[src/core/nvac_regs.svh]
`ifndef NVAC_REGS_SVH
`define NVAC_REGS_SVH
// ==========================================
// Register map and fields
`define NVAC_CTRL_OFFSET 8'h40
`define NVAC_CTRL_SECTOR 8'h01
`define NVAC_BIT_FETCH_START 0
`define NVAC_BIT_FETCH_PERMIT 1
`define NVAC_BIT_PROG_START 2
`define NVAC_BIT_PROG_PERMIT 3
`define NVAC_CTRL_RESET 4'h0
`define NVAC_PTR_RESET 8'h00
`define NVAC_PROG_TICKS 16'h0040
`define NVAC_TICK_DIV 8'h0a
`define NVAC_FETCH_CYCLES 4'h2
`endif

[src/core/nvac_pkg.sv]
package nvac_pkg;
  typedef enum logic [1:0] {
    NVAC_IDLE  = 2'b00,
    NVAC_FETCH = 2'b01,
    NVAC_PROG  = 2'b10
  } nvac_state_t;
endpackage : nvac_pkg

[src/core/nvac_array.sv]
`timescale 1ns/1ps
// ==========================================
// Storage array, registered read data
module nvac_array #(
  parameter int AW = 8
) (
  input wire logic ref_clk,
  input wire logic wr_en,
  input wire logic rd_en,
  input wire logic [AW-1:0] addr,
  input wire logic [7:0] wdata,
  output logic [7:0] rdata
);
  logic [7:0] mem [0:(1<<AW)-1];
  always_ff @(posedge ref_clk) begin
    if (wr_en) begin
      mem[addr] <= wdata;
    end
    if (rd_en) begin
      rdata <= mem[addr];
    end
  end
endmodule : nvac_array

[src/core/nvac_top.sv]
`timescale 1ns/1ps
`include "nvac_regs.svh"
// Function
// - Reset clears the program permit bit so no write can start.
// - Reset zeroes both pointer pairs, keeping the control register out of reach.
// - Write completion sets the done flag and the multi-function request flag.
// - The vector request needs global, done and group enables with stack not full.
// - Servicing clears only the group flag; software clears the done flag.
// - Program start is ignored without permit and clears when the write ends.
// - Fetch start is ignored without permit; the byte holds until the next access.
// - Write length comes from a timer asynchronous to the system clock.
module nvac_top
  import nvac_pkg::*;
#(
  parameter int AW = 8,
  parameter logic [15:0] PROG_TICKS = `NVAC_PROG_TICKS
) (
  input wire logic ref_clk,
  input wire logic reset,
  input wire logic timer_tick,
  input wire logic sfr_wr,
  input wire logic sfr_rd,
  input wire logic [1:0] sfr_sel,
  input wire logic [7:0] sfr_wdata,
  input wire logic ind_wr,
  input wire logic ind_ptr,
  input wire logic [7:0] ind_wdata,
  input wire logic ptr_wr,
  input wire logic [1:0] ptr_sel,
  input wire logic [7:0] ptr_wdata,
  input wire logic global_irq_enable,
  input wire logic nvm_done_irq_enable,
  input wire logic mf_irq_enable,
  input wire logic stack_full,
  input wire logic irq_ack,
  input wire logic done_flag_clr,
  output logic [7:0] sfr_rdata,
  output logic [7:0] ind_rdata,
  output logic nvm_done_irq_flag,
  output logic mf_irq_flag,
  output logic irq_request
);
  // ==========================================
  // State and registers
  nvac_state_t state_reg, state_next;
  logic [3:0] nvm_control_reg, nvm_control_next;
  logic [AW-1:0] nvm_index_reg, nvm_index_next;
  logic [7:0] nvm_byte_reg, nvm_byte_next;
  logic [7:0] ptr_reg [0:3];
  logic [7:0] ptr_next [0:3];
  logic [15:0] tick_cnt_reg, tick_cnt_next;
  logic [3:0] fetch_cnt_reg, fetch_cnt_next;
  logic done_reg, done_next, mf_reg, mf_next, irq_reg, irq_next;
  logic [7:0] sfr_rdata_reg, sfr_rdata_next, ind_rdata_reg, ind_rdata_next;
  logic tick_s1_reg, tick_s2_reg, tick_s3_reg;
  logic prog_end, fetch_end, ind_hit, arr_wr, arr_rd;
  logic [7:0] arr_q;

  // Async timer tick: two flops, then edge detect on the second
  always_ff @(posedge ref_clk or posedge reset) begin
    if (reset) begin
      tick_s1_reg <= 1'b0;
      tick_s2_reg <= 1'b0;
      tick_s3_reg <= 1'b0;
    end else begin
      tick_s1_reg <= timer_tick;
      tick_s2_reg <= tick_s1_reg;
      tick_s3_reg <= tick_s2_reg;
    end
  end

  // ==========================================
  // Indirect access: pointer pair selects sector 1, offset 0x40
  always_comb begin
    ind_hit = ind_ptr ? (ptr_reg[3] == `NVAC_CTRL_SECTOR && ptr_reg[2] == `NVAC_CTRL_OFFSET)
                      : (ptr_reg[1] == `NVAC_CTRL_SECTOR && ptr_reg[0] == `NVAC_CTRL_OFFSET);
  end

  assign prog_end = (state_reg == NVAC_PROG) && (tick_cnt_reg == PROG_TICKS);
  assign fetch_end = (state_reg == NVAC_FETCH) && (fetch_cnt_reg == `NVAC_FETCH_CYCLES);
  assign arr_wr = prog_end;
  assign arr_rd = (state_reg == NVAC_FETCH) && (fetch_cnt_reg == 4'h0);

  always_comb begin
    state_next = state_reg;
    nvm_control_next = nvm_control_reg;
    nvm_index_next = nvm_index_reg;
    nvm_byte_next = nvm_byte_reg;
    tick_cnt_next = tick_cnt_reg;
    fetch_cnt_next = fetch_cnt_reg;
    for (int i = 0; i < 4; i++) begin
      ptr_next[i] = ptr_reg[i];
    end
    if (ptr_wr) begin
      ptr_next[ptr_sel] = ptr_wdata;
    end
    if (sfr_wr && sfr_sel == 2'b00) begin
      nvm_index_next = sfr_wdata[AW-1:0];
    end
    if (sfr_wr && sfr_sel == 2'b01) begin
      nvm_byte_next = sfr_wdata;
    end
    if (ind_wr && ind_hit) begin
      nvm_control_next[`NVAC_BIT_PROG_PERMIT] = ind_wdata[`NVAC_BIT_PROG_PERMIT];
      nvm_control_next[`NVAC_BIT_FETCH_PERMIT] = ind_wdata[`NVAC_BIT_FETCH_PERMIT];
      // Starts only take with permit already set; busy starts hold
      if (state_reg == NVAC_IDLE) begin
        if (ind_wdata[`NVAC_BIT_PROG_START] && nvm_control_reg[`NVAC_BIT_PROG_PERMIT]) begin
          nvm_control_next[`NVAC_BIT_PROG_START] = 1'b1;
          state_next = NVAC_PROG;
          tick_cnt_next = 16'h0000;
        end else if (ind_wdata[`NVAC_BIT_FETCH_START]
                     && nvm_control_reg[`NVAC_BIT_FETCH_PERMIT]) begin
          nvm_control_next[`NVAC_BIT_FETCH_START] = 1'b1;
          state_next = NVAC_FETCH;
          fetch_cnt_next = 4'h0;
        end
      end
    end
    case (state_reg)
      NVAC_IDLE: begin
      end
      NVAC_FETCH: begin
        fetch_cnt_next = fetch_cnt_reg + 4'h1;
        if (fetch_end) begin
          nvm_byte_next = arr_q;
          nvm_control_next[`NVAC_BIT_FETCH_START] = 1'b0;
          state_next = NVAC_IDLE;
        end
      end
      NVAC_PROG: begin
        // Duration set by async ticks, not ref_clk
        // A tick on the last count must not push the counter past its end
        if (tick_s2_reg && !tick_s3_reg && !prog_end) begin
          tick_cnt_next = tick_cnt_reg + 16'h0001;
        end
        if (prog_end) begin
          nvm_control_next[`NVAC_BIT_PROG_START] = 1'b0;
          state_next = NVAC_IDLE;
        end
      end
      default: begin
        state_next = NVAC_IDLE;
      end
    endcase
  end

  // ==========================================
  // Interrupt flags: hardware set wins over clear
  always_comb begin
    done_next = prog_end | (done_reg & ~done_flag_clr);
    mf_next = prog_end | (mf_reg & ~irq_ack);
    irq_next = mf_next & done_next & global_irq_enable & nvm_done_irq_enable
               & mf_irq_enable & ~stack_full;
    sfr_rdata_next = 8'h00;
    if (sfr_rd && sfr_sel == 2'b00) begin
      sfr_rdata_next = 8'(nvm_index_reg);
    end else if (sfr_rd && sfr_sel == 2'b01) begin
      sfr_rdata_next = nvm_byte_reg;
    end
    ind_rdata_next = ind_hit ? {4'h0, nvm_control_reg} : 8'h00;
  end

  always_ff @(posedge ref_clk or posedge reset) begin
    if (reset) begin
      state_reg <= NVAC_IDLE;
      nvm_control_reg <= `NVAC_CTRL_RESET;
      nvm_index_reg <= '0;
      nvm_byte_reg <= 8'h00;
      for (int i = 0; i < 4; i++) begin
        ptr_reg[i] <= `NVAC_PTR_RESET;
      end
      tick_cnt_reg <= 16'h0000;
      fetch_cnt_reg <= 4'h0;
      done_reg <= 1'b0;
      mf_reg <= 1'b0;
      irq_reg <= 1'b0;
      sfr_rdata_reg <= 8'h00;
      ind_rdata_reg <= 8'h00;
    end else begin
      state_reg <= state_next;
      nvm_control_reg <= nvm_control_next;
      nvm_index_reg <= nvm_index_next;
      nvm_byte_reg <= nvm_byte_next;
      for (int i = 0; i < 4; i++) begin
        ptr_reg[i] <= ptr_next[i];
      end
      tick_cnt_reg <= tick_cnt_next;
      fetch_cnt_reg <= fetch_cnt_next;
      done_reg <= done_next;
      mf_reg <= mf_next;
      irq_reg <= irq_next;
      sfr_rdata_reg <= sfr_rdata_next;
      ind_rdata_reg <= ind_rdata_next;
    end
  end

  assign sfr_rdata = sfr_rdata_reg;
  assign ind_rdata = ind_rdata_reg;
  assign nvm_done_irq_flag = done_reg;
  assign mf_irq_flag = mf_reg;
  assign irq_request = irq_reg;

  nvac_array #(.AW(AW)) u_array (
    .ref_clk(ref_clk),
    .wr_en(arr_wr),
    .rd_en(arr_rd),
    .addr(nvm_index_reg),
    .wdata(nvm_byte_reg),
    .rdata(arr_q)
  );

  // ==========================================
  // Checks
  a_prog_needs_permit: assert property (@(posedge ref_clk) disable iff (reset)
    $rose(nvm_control_reg[`NVAC_BIT_PROG_START]) |-> $past(nvm_control_reg[`NVAC_BIT_PROG_PERMIT]))
    else $error("program start without permit");
  a_fetch_needs_permit: assert property (@(posedge ref_clk) disable iff (reset)
    $rose(nvm_control_reg[`NVAC_BIT_FETCH_START])
      |-> $past(nvm_control_reg[`NVAC_BIT_FETCH_PERMIT]))
    else $error("fetch start without permit");
  a_done_sets_flags: assert property (@(posedge ref_clk) disable iff (reset)
    prog_end |=> done_reg && mf_reg && !nvm_control_reg[`NVAC_BIT_PROG_START])
    else $error("write end did not set flags");
  a_ack_keeps_done: assert property (@(posedge ref_clk) disable iff (reset)
    irq_ack && done_reg && !done_flag_clr |=> done_reg)
    else $error("service cleared done flag");
  a_irq_gating: assert property (@(posedge ref_clk) disable iff (reset)
    irq_request |-> $past(global_irq_enable) && $past(nvm_done_irq_enable)
      && $past(mf_irq_enable) && !$past(stack_full))
    else $error("request without enables");
  a_fetch_len: assert property (@(posedge ref_clk) disable iff (reset)
    $rose(nvm_control_reg[`NVAC_BIT_FETCH_START])
      |-> nvm_control_reg[`NVAC_BIT_FETCH_START][*3] ##1 !nvm_control_reg[`NVAC_BIT_FETCH_START])
    else $error("fetch length wrong");
  a_byte_holds: assert property (@(posedge ref_clk) disable iff (reset)
    state_reg == NVAC_IDLE && !(sfr_wr && sfr_sel == 2'b01) |=> $stable(nvm_byte_reg))
    else $error("byte changed while idle");
  a_prog_tick_bound: assert property (@(posedge ref_clk) disable iff (reset)
    tick_cnt_reg <= PROG_TICKS)
    else $error("tick count overran");
endmodule : nvac_top

[config.mk]
export PLATFORM = sky130hd
export DESIGN_NAME = nvac_top
export DESIGN_NICKNAME = d
export VERILOG_FILES = /design/src/core/nvac_pkg.sv /design/src/core/nvac_array.sv /design/src/core/nvac_top.sv
export VERILOG_INCLUDE_DIRS = /design/src /design/src/core
export SDC_FILE = /design/constraint.sdc
export NUM_CORES = 2
export LEC_CHECK = 0
export ABC_AREA = 1
export BUFFER_PORTS_ARGS = -buffer_cell sky130_fd_sc_hd__buf_2
export CAP_MARGIN = 20
export CORE_MARGIN = 1.5
export CORE_UTILIZATION = 40
export CTS_BUF_LIST = sky130_fd_sc_hd__clkbuf_8
export DETAILED_ROUTE_END_ITERATION = 10
export PLACE_DENSITY = 0.57
export SLEW_MARGIN = 0
export SYNTH_ARGS = -nofsm -noshare
export SYNTH_HDL_FRONTEND = slang
export SYNTH_HIERARCHICAL = 1
export SYNTH_SLANG_ARGS = --single-unit
[constraint.sdc]
create_clock -name ref_clk -period 4.4 [get_ports ref_clk]
set_input_delay 0.44 -clock ref_clk [delete_from_list [all_inputs] [get_ports ref_clk]]
set_output_delay 0.44 -clock ref_clk [all_outputs]
set_load 0.05 [all_outputs]
[Word-level counts from Yosys, hierarchy flattened]
Memory sizes are Yosys's and may differ from the RTL's. A register that Yosys moved wholly into a read port is not among the register bits.
Cells that the tools add are included.
Widths: inputs -> output; s select.
Word-level totals
  register bits: 92
  latch bits: 0
  RAM bits: 2048
  bits in read-only memories: 0
  input bits: 42
  output and inout port bits: 19
  word-level logic and storage cells: 110
  memories: 1
Memory list
  u_array.mem: words 256, width 8, read ports 1, clocked after Yosys merged registers in 1, write ports 1, RTL line nvac_array.sv:14  | logic [7:0] mem [0:(1<<AW)-1];
Cells by class
  $add $sub $neg: 2
  multipliers: 0
  div/mod/pow operators: 0
  $lt $le $gt $ge: 2
  equality and inequality tests: 10
  shifts and indexed selects: 0
  multiplexer cells: 39
  bitwise gates (word level): 13
  reduce and logical (&&, ||, !) cells: 24
Operators by type and width (number)
  $mux 16: 5
  $mux 8: 6
  $bwmux 32: 1
  $mux 4: 6
  $add 16x1->16 const B: 1
  $demux 8 s2: 1
  $eq 16x7->1 const B: 1
  $eq 8x1->1 const B: 2
  $eq 8x7->1 const B: 2
  $logic_and 1x1->1: 15
  $mux 1: 12
  $mux 2: 6
  $and 1x1->1: 7
  $pmux 2 s3: 1
  $reduce_bool 2->1: 3
  $add 4x1->4 const B: 1
  $eq 2x1->1 const B: 2
  $eq 4x2->1 const B: 1
  $logic_not 2->1: 2
  $logic_not 4->1: 1
  $reduce_and 4->1: 1
  $ge 3x3->1 const B: 1
  $lt 3x1->1 const B: 1
  $mux 3: 1
  6 further kinds: 10

[Depth between registers and ports, before layout]
  depth in word-level cells: 8
  gate-level depth with buffers: 15
  depth with buffers taken out: 13

[Modules after synthesis]
The synthesis kept the hierarchy.
Modules (own cells, without submodules)
  nvac_array: times used 1, cells an instance 8021, area an instance 84936.5 µm², seq. area each 61739.2 µm²
  nvac_top: times used 1, cells an instance 513, area an instance 4286.6 µm², seq. area each 2302.2 µm²

[Least setup slack after synthesis]
OpenSTA, ideal clock, no wires.
  kind: flip-flop to flip-flop
  from: reg nvm_byte_reg[0]
  to: mem u_array.mem[0][0], data pin
  library setup time: 0.807 ns
  arrival time: 3.198 ns
  data required time: 3.593 ns
  slack: 0.396 ns
  cell stages (with the launch flop): 1
  buffers on the path: 0
  clock period less this slack: 4.004 ns
  cell sequence: dfrtp_1
RTL lines
  start: declaration: RTL line nvac_top.sv:48  | logic [7:0] nvm_byte_reg, nvm_byte_next;
  start signal: assignment: RTL line nvac_top.sv:184  | nvm_byte_reg <= nvm_byte_next;
  end: declaration: RTL line nvac_array.sv:14
Straight into the memory's write port.

==> impl_metrics.tcl <==
set metrics [dict create \
    status "complete, no violations" \
    finalMaxSlewViolations 0 \
    avgSynthCellArea_um2 10.5 \
    fin_ws_ns 0.740 \
    netlist_instances 8534 \
    fin_worst_skew_ns 0.0840 \
    numCtsBuffers 366 \
    track_usage_pct 21.0 \
    cts-root-buf "clkbuf_8" \
    crit_type "flip-flop to flip-flop" \
    grt_overflow 0 \
    die_height_um 475 \
    finalHoldViolCount 0 \
    viasPerCell 5.00 \
    rsz0062_at_grt "false" \
    start_util_pct 40.2 \
    row_count 173 \
    first_pass_iters 5 \
    wl_per_cell_um 20.0 \
    drc 0 \
    pre_cts_slack_ns 0.786 \
    largest_reg_flops 2048 \
    critical_path.max_fanout 94 \
    synth-async-reset-ratio_pct 4.28 \
    cts.clk_slew.worst_paths_ns 0.06 \
    dpl.hpwl_mm 132 \
    max-vdd-ir-drop_v 0.000345 \
    synth.area.top_cells "edfxtp_1, nand2_1, dfrtp_1" \
    gp_congestion 0.852 \
    period_needed_ns 3.66 \
    finalNetCount 8818 \
    clock_path_buffers 4 \
    totalWireLength_mm 240 \
    power.total_mw 46.1 \
    dr.first_iter.drc_count 5411 \
    ys.flop_type "edfxtp_1" \
    cts_sinks 2148 \
    antenna_found_initial 6 \
    finalSetupTns_ns 0 \
    ys_seq_elements 2148 \
    period_share_pct 83.2 \
    synth_cell_types 34 \
    postCtsSetupBuffers 0 \
    synth_edf_count 2056 \
    ios 61 \
    area_delta_synth_final_pct 12.1 \
    hp-class "input port to flip-flop" \
    ys_seq_area_share_pct 71.8 \
    arrival_ns 4.51 \
    synth.top_cell.area_share_pct 69.2 \
    start_kind "flip-flop" \
    max_cap_viol_count 0 \
    crit_required_ns 5.25 \
    cp-end-kind "flip-flop" \
    antenna_left 0 \
    synth_area_um2 89200 \
    leakagePower_nw 40.6 \
    cts_tree "yes" \
    final_layout_size_suffix_gt1_share_pct 7.77 \
    clk_latency_ns 1.02 \
    port_buffers 52 \
    cts.htree.levels 5 \
    max_clock_freq_mhz 273 \
    setup_violations 0 \
    synth_largest_area_cell "edfxtp_1" \
    grt_pass1_vias 58200 \
    worst_pin_slew_ns 1.11 \
    grt_pass1_wl_mm 358 \
    core-area_um2 222000 \
    grt_max_degree 181 \
    num_vias 59900 \
    n_fill_cell 20600 \
    slew_headroom_pct 25.9 \
    die_area_um2 226000 \
    dieWidth_um 475 \
    ys_warn_count 6 \
    power_density_nw_per_um2 461 \
]
[critical path: stages (launching register included)]
cell and delay, ns:
dfrtp_4 0.83, nand2_4 0.16, inv_6 0.69, buf_12 0.34, nand2_1 0.09, nand3_1 0.10, nand2_1 0.05, nand2_1 0.11
o21ai_1 0.12, nand2_1 0.19, nor2_1 0.10, nor2_1 0.23, nor2_1 0.13, nand2_1 0.09
[cell type report]
class / instances / area [um^2] / area share (%)
Clock inverter: 227 / 985 / 0.984
Sequential cell: 2148 / 64100 / 64.0
Antenna cell: 3 / 7.51 / 0.00750
Inverter: 109 / 445 / 0.445
Multi-Input combinational cell: 5848 / 22900 / 22.9
Timing Repair Buffer: 298 / 2720 / 2.72
Clock buffer: 380 / 5230 / 5.23
Tap cell: 2975 / 3720 / 3.72
[through the flow]
step | hold slack [ns] | utilization [%] | instances | cell area (um^2)
floorplan | 0.331 | - | 8537 | 89200
global placement | 0.339 | 42.0 | 11300 | 93300
detailed placement | 0.336 | 42.0 | 11300 | 93300
CTS | 0.00235 | 45.1 | 12000 | 100000
global route | 0.106 | 45.1 | 12000 | 100000
finish | 0.121 | 45.1 | 12000 | 100000
[cells in the mapped netlist (11+ instances only)]
master	count
clkbuf_1	177
nor2_1	425
nand3_1	221
inv_1	100
o21ai_0	114
edfxtp_1	2056
a21oi_1	50
nor3_1	11
buf_1	52
buf_2	183
dfrtp_1	92
o21ai_1	121
nand2_1	4861
[per-layer routing]
metal	up-vias	part of all wire, %	track usage (%)
li1	28500	-	-
met1	29100	43	28.4
met2	1904	47	34.1
met3	441	6.2	3.03
met4	0	3.4	8.19
met5	-	0	0
[cell usage in the layout, fill, tap and decap left out, types with 76 or more instances in the layout]
cell,count
dfrtp_1,82
nand2_1,4853
inv_1,223
o21ai_1,121
clkbuf_8,380
clkinv_1,76
nor2_1,420
o21ai_0,114
edfxtp_1,2056
nand3_1,221
buf_4,153
[final timing paths]
check                      cells after the start  slack, ns                to              from
setup / recovery                              13       0.74  u_array/rdata[5]  nvm_index_reg[0]
hold / removal                                 4       0.12  nvm_index_reg[2]            sfr_wr
setup reg to reg                              13       0.74  u_array/rdata[5]  nvm_index_reg[0]
hold reg to reg                                0       0.35       tick_s2_reg       tick_s1_reg
max in group asynchronous                      4       3.24   tick_cnt_reg[8]             reset
min in group asynchronous                      3       0.14      ind_rdata[3]             reset
[power by group]
group	switching, mW	total (mW)	internal, mW
combinational	5.13	6.71	1.58
sequential	0.377	23.6	23.2
clock	7.71	15.8	8.06
[kinds of logic (layout without fill, tap and decap cells)]
logic type | Yosys count | count (layout) | share of synthesized area, %
simple gates | 5545 | 5545 | 23.8
xor+xnor | 9 | 9 | 0.0884
other cells | 1 | 7 | 0.00420
buf+inv | 541 | 1014 | 2.66
fa+ha+maj | 5 | 5 | 0.0701
compound gates | 285 | 285 | 1.60
flops | 2148 | 2148 | 71.8
[repair_timing]
item | in CTS | in global routing
hold endpoints to repair | 134 | 0
hold buffers | 54 | 0
resized for setup | 0 | 0
Note: power is estimated with default switching activity, not from simulation.
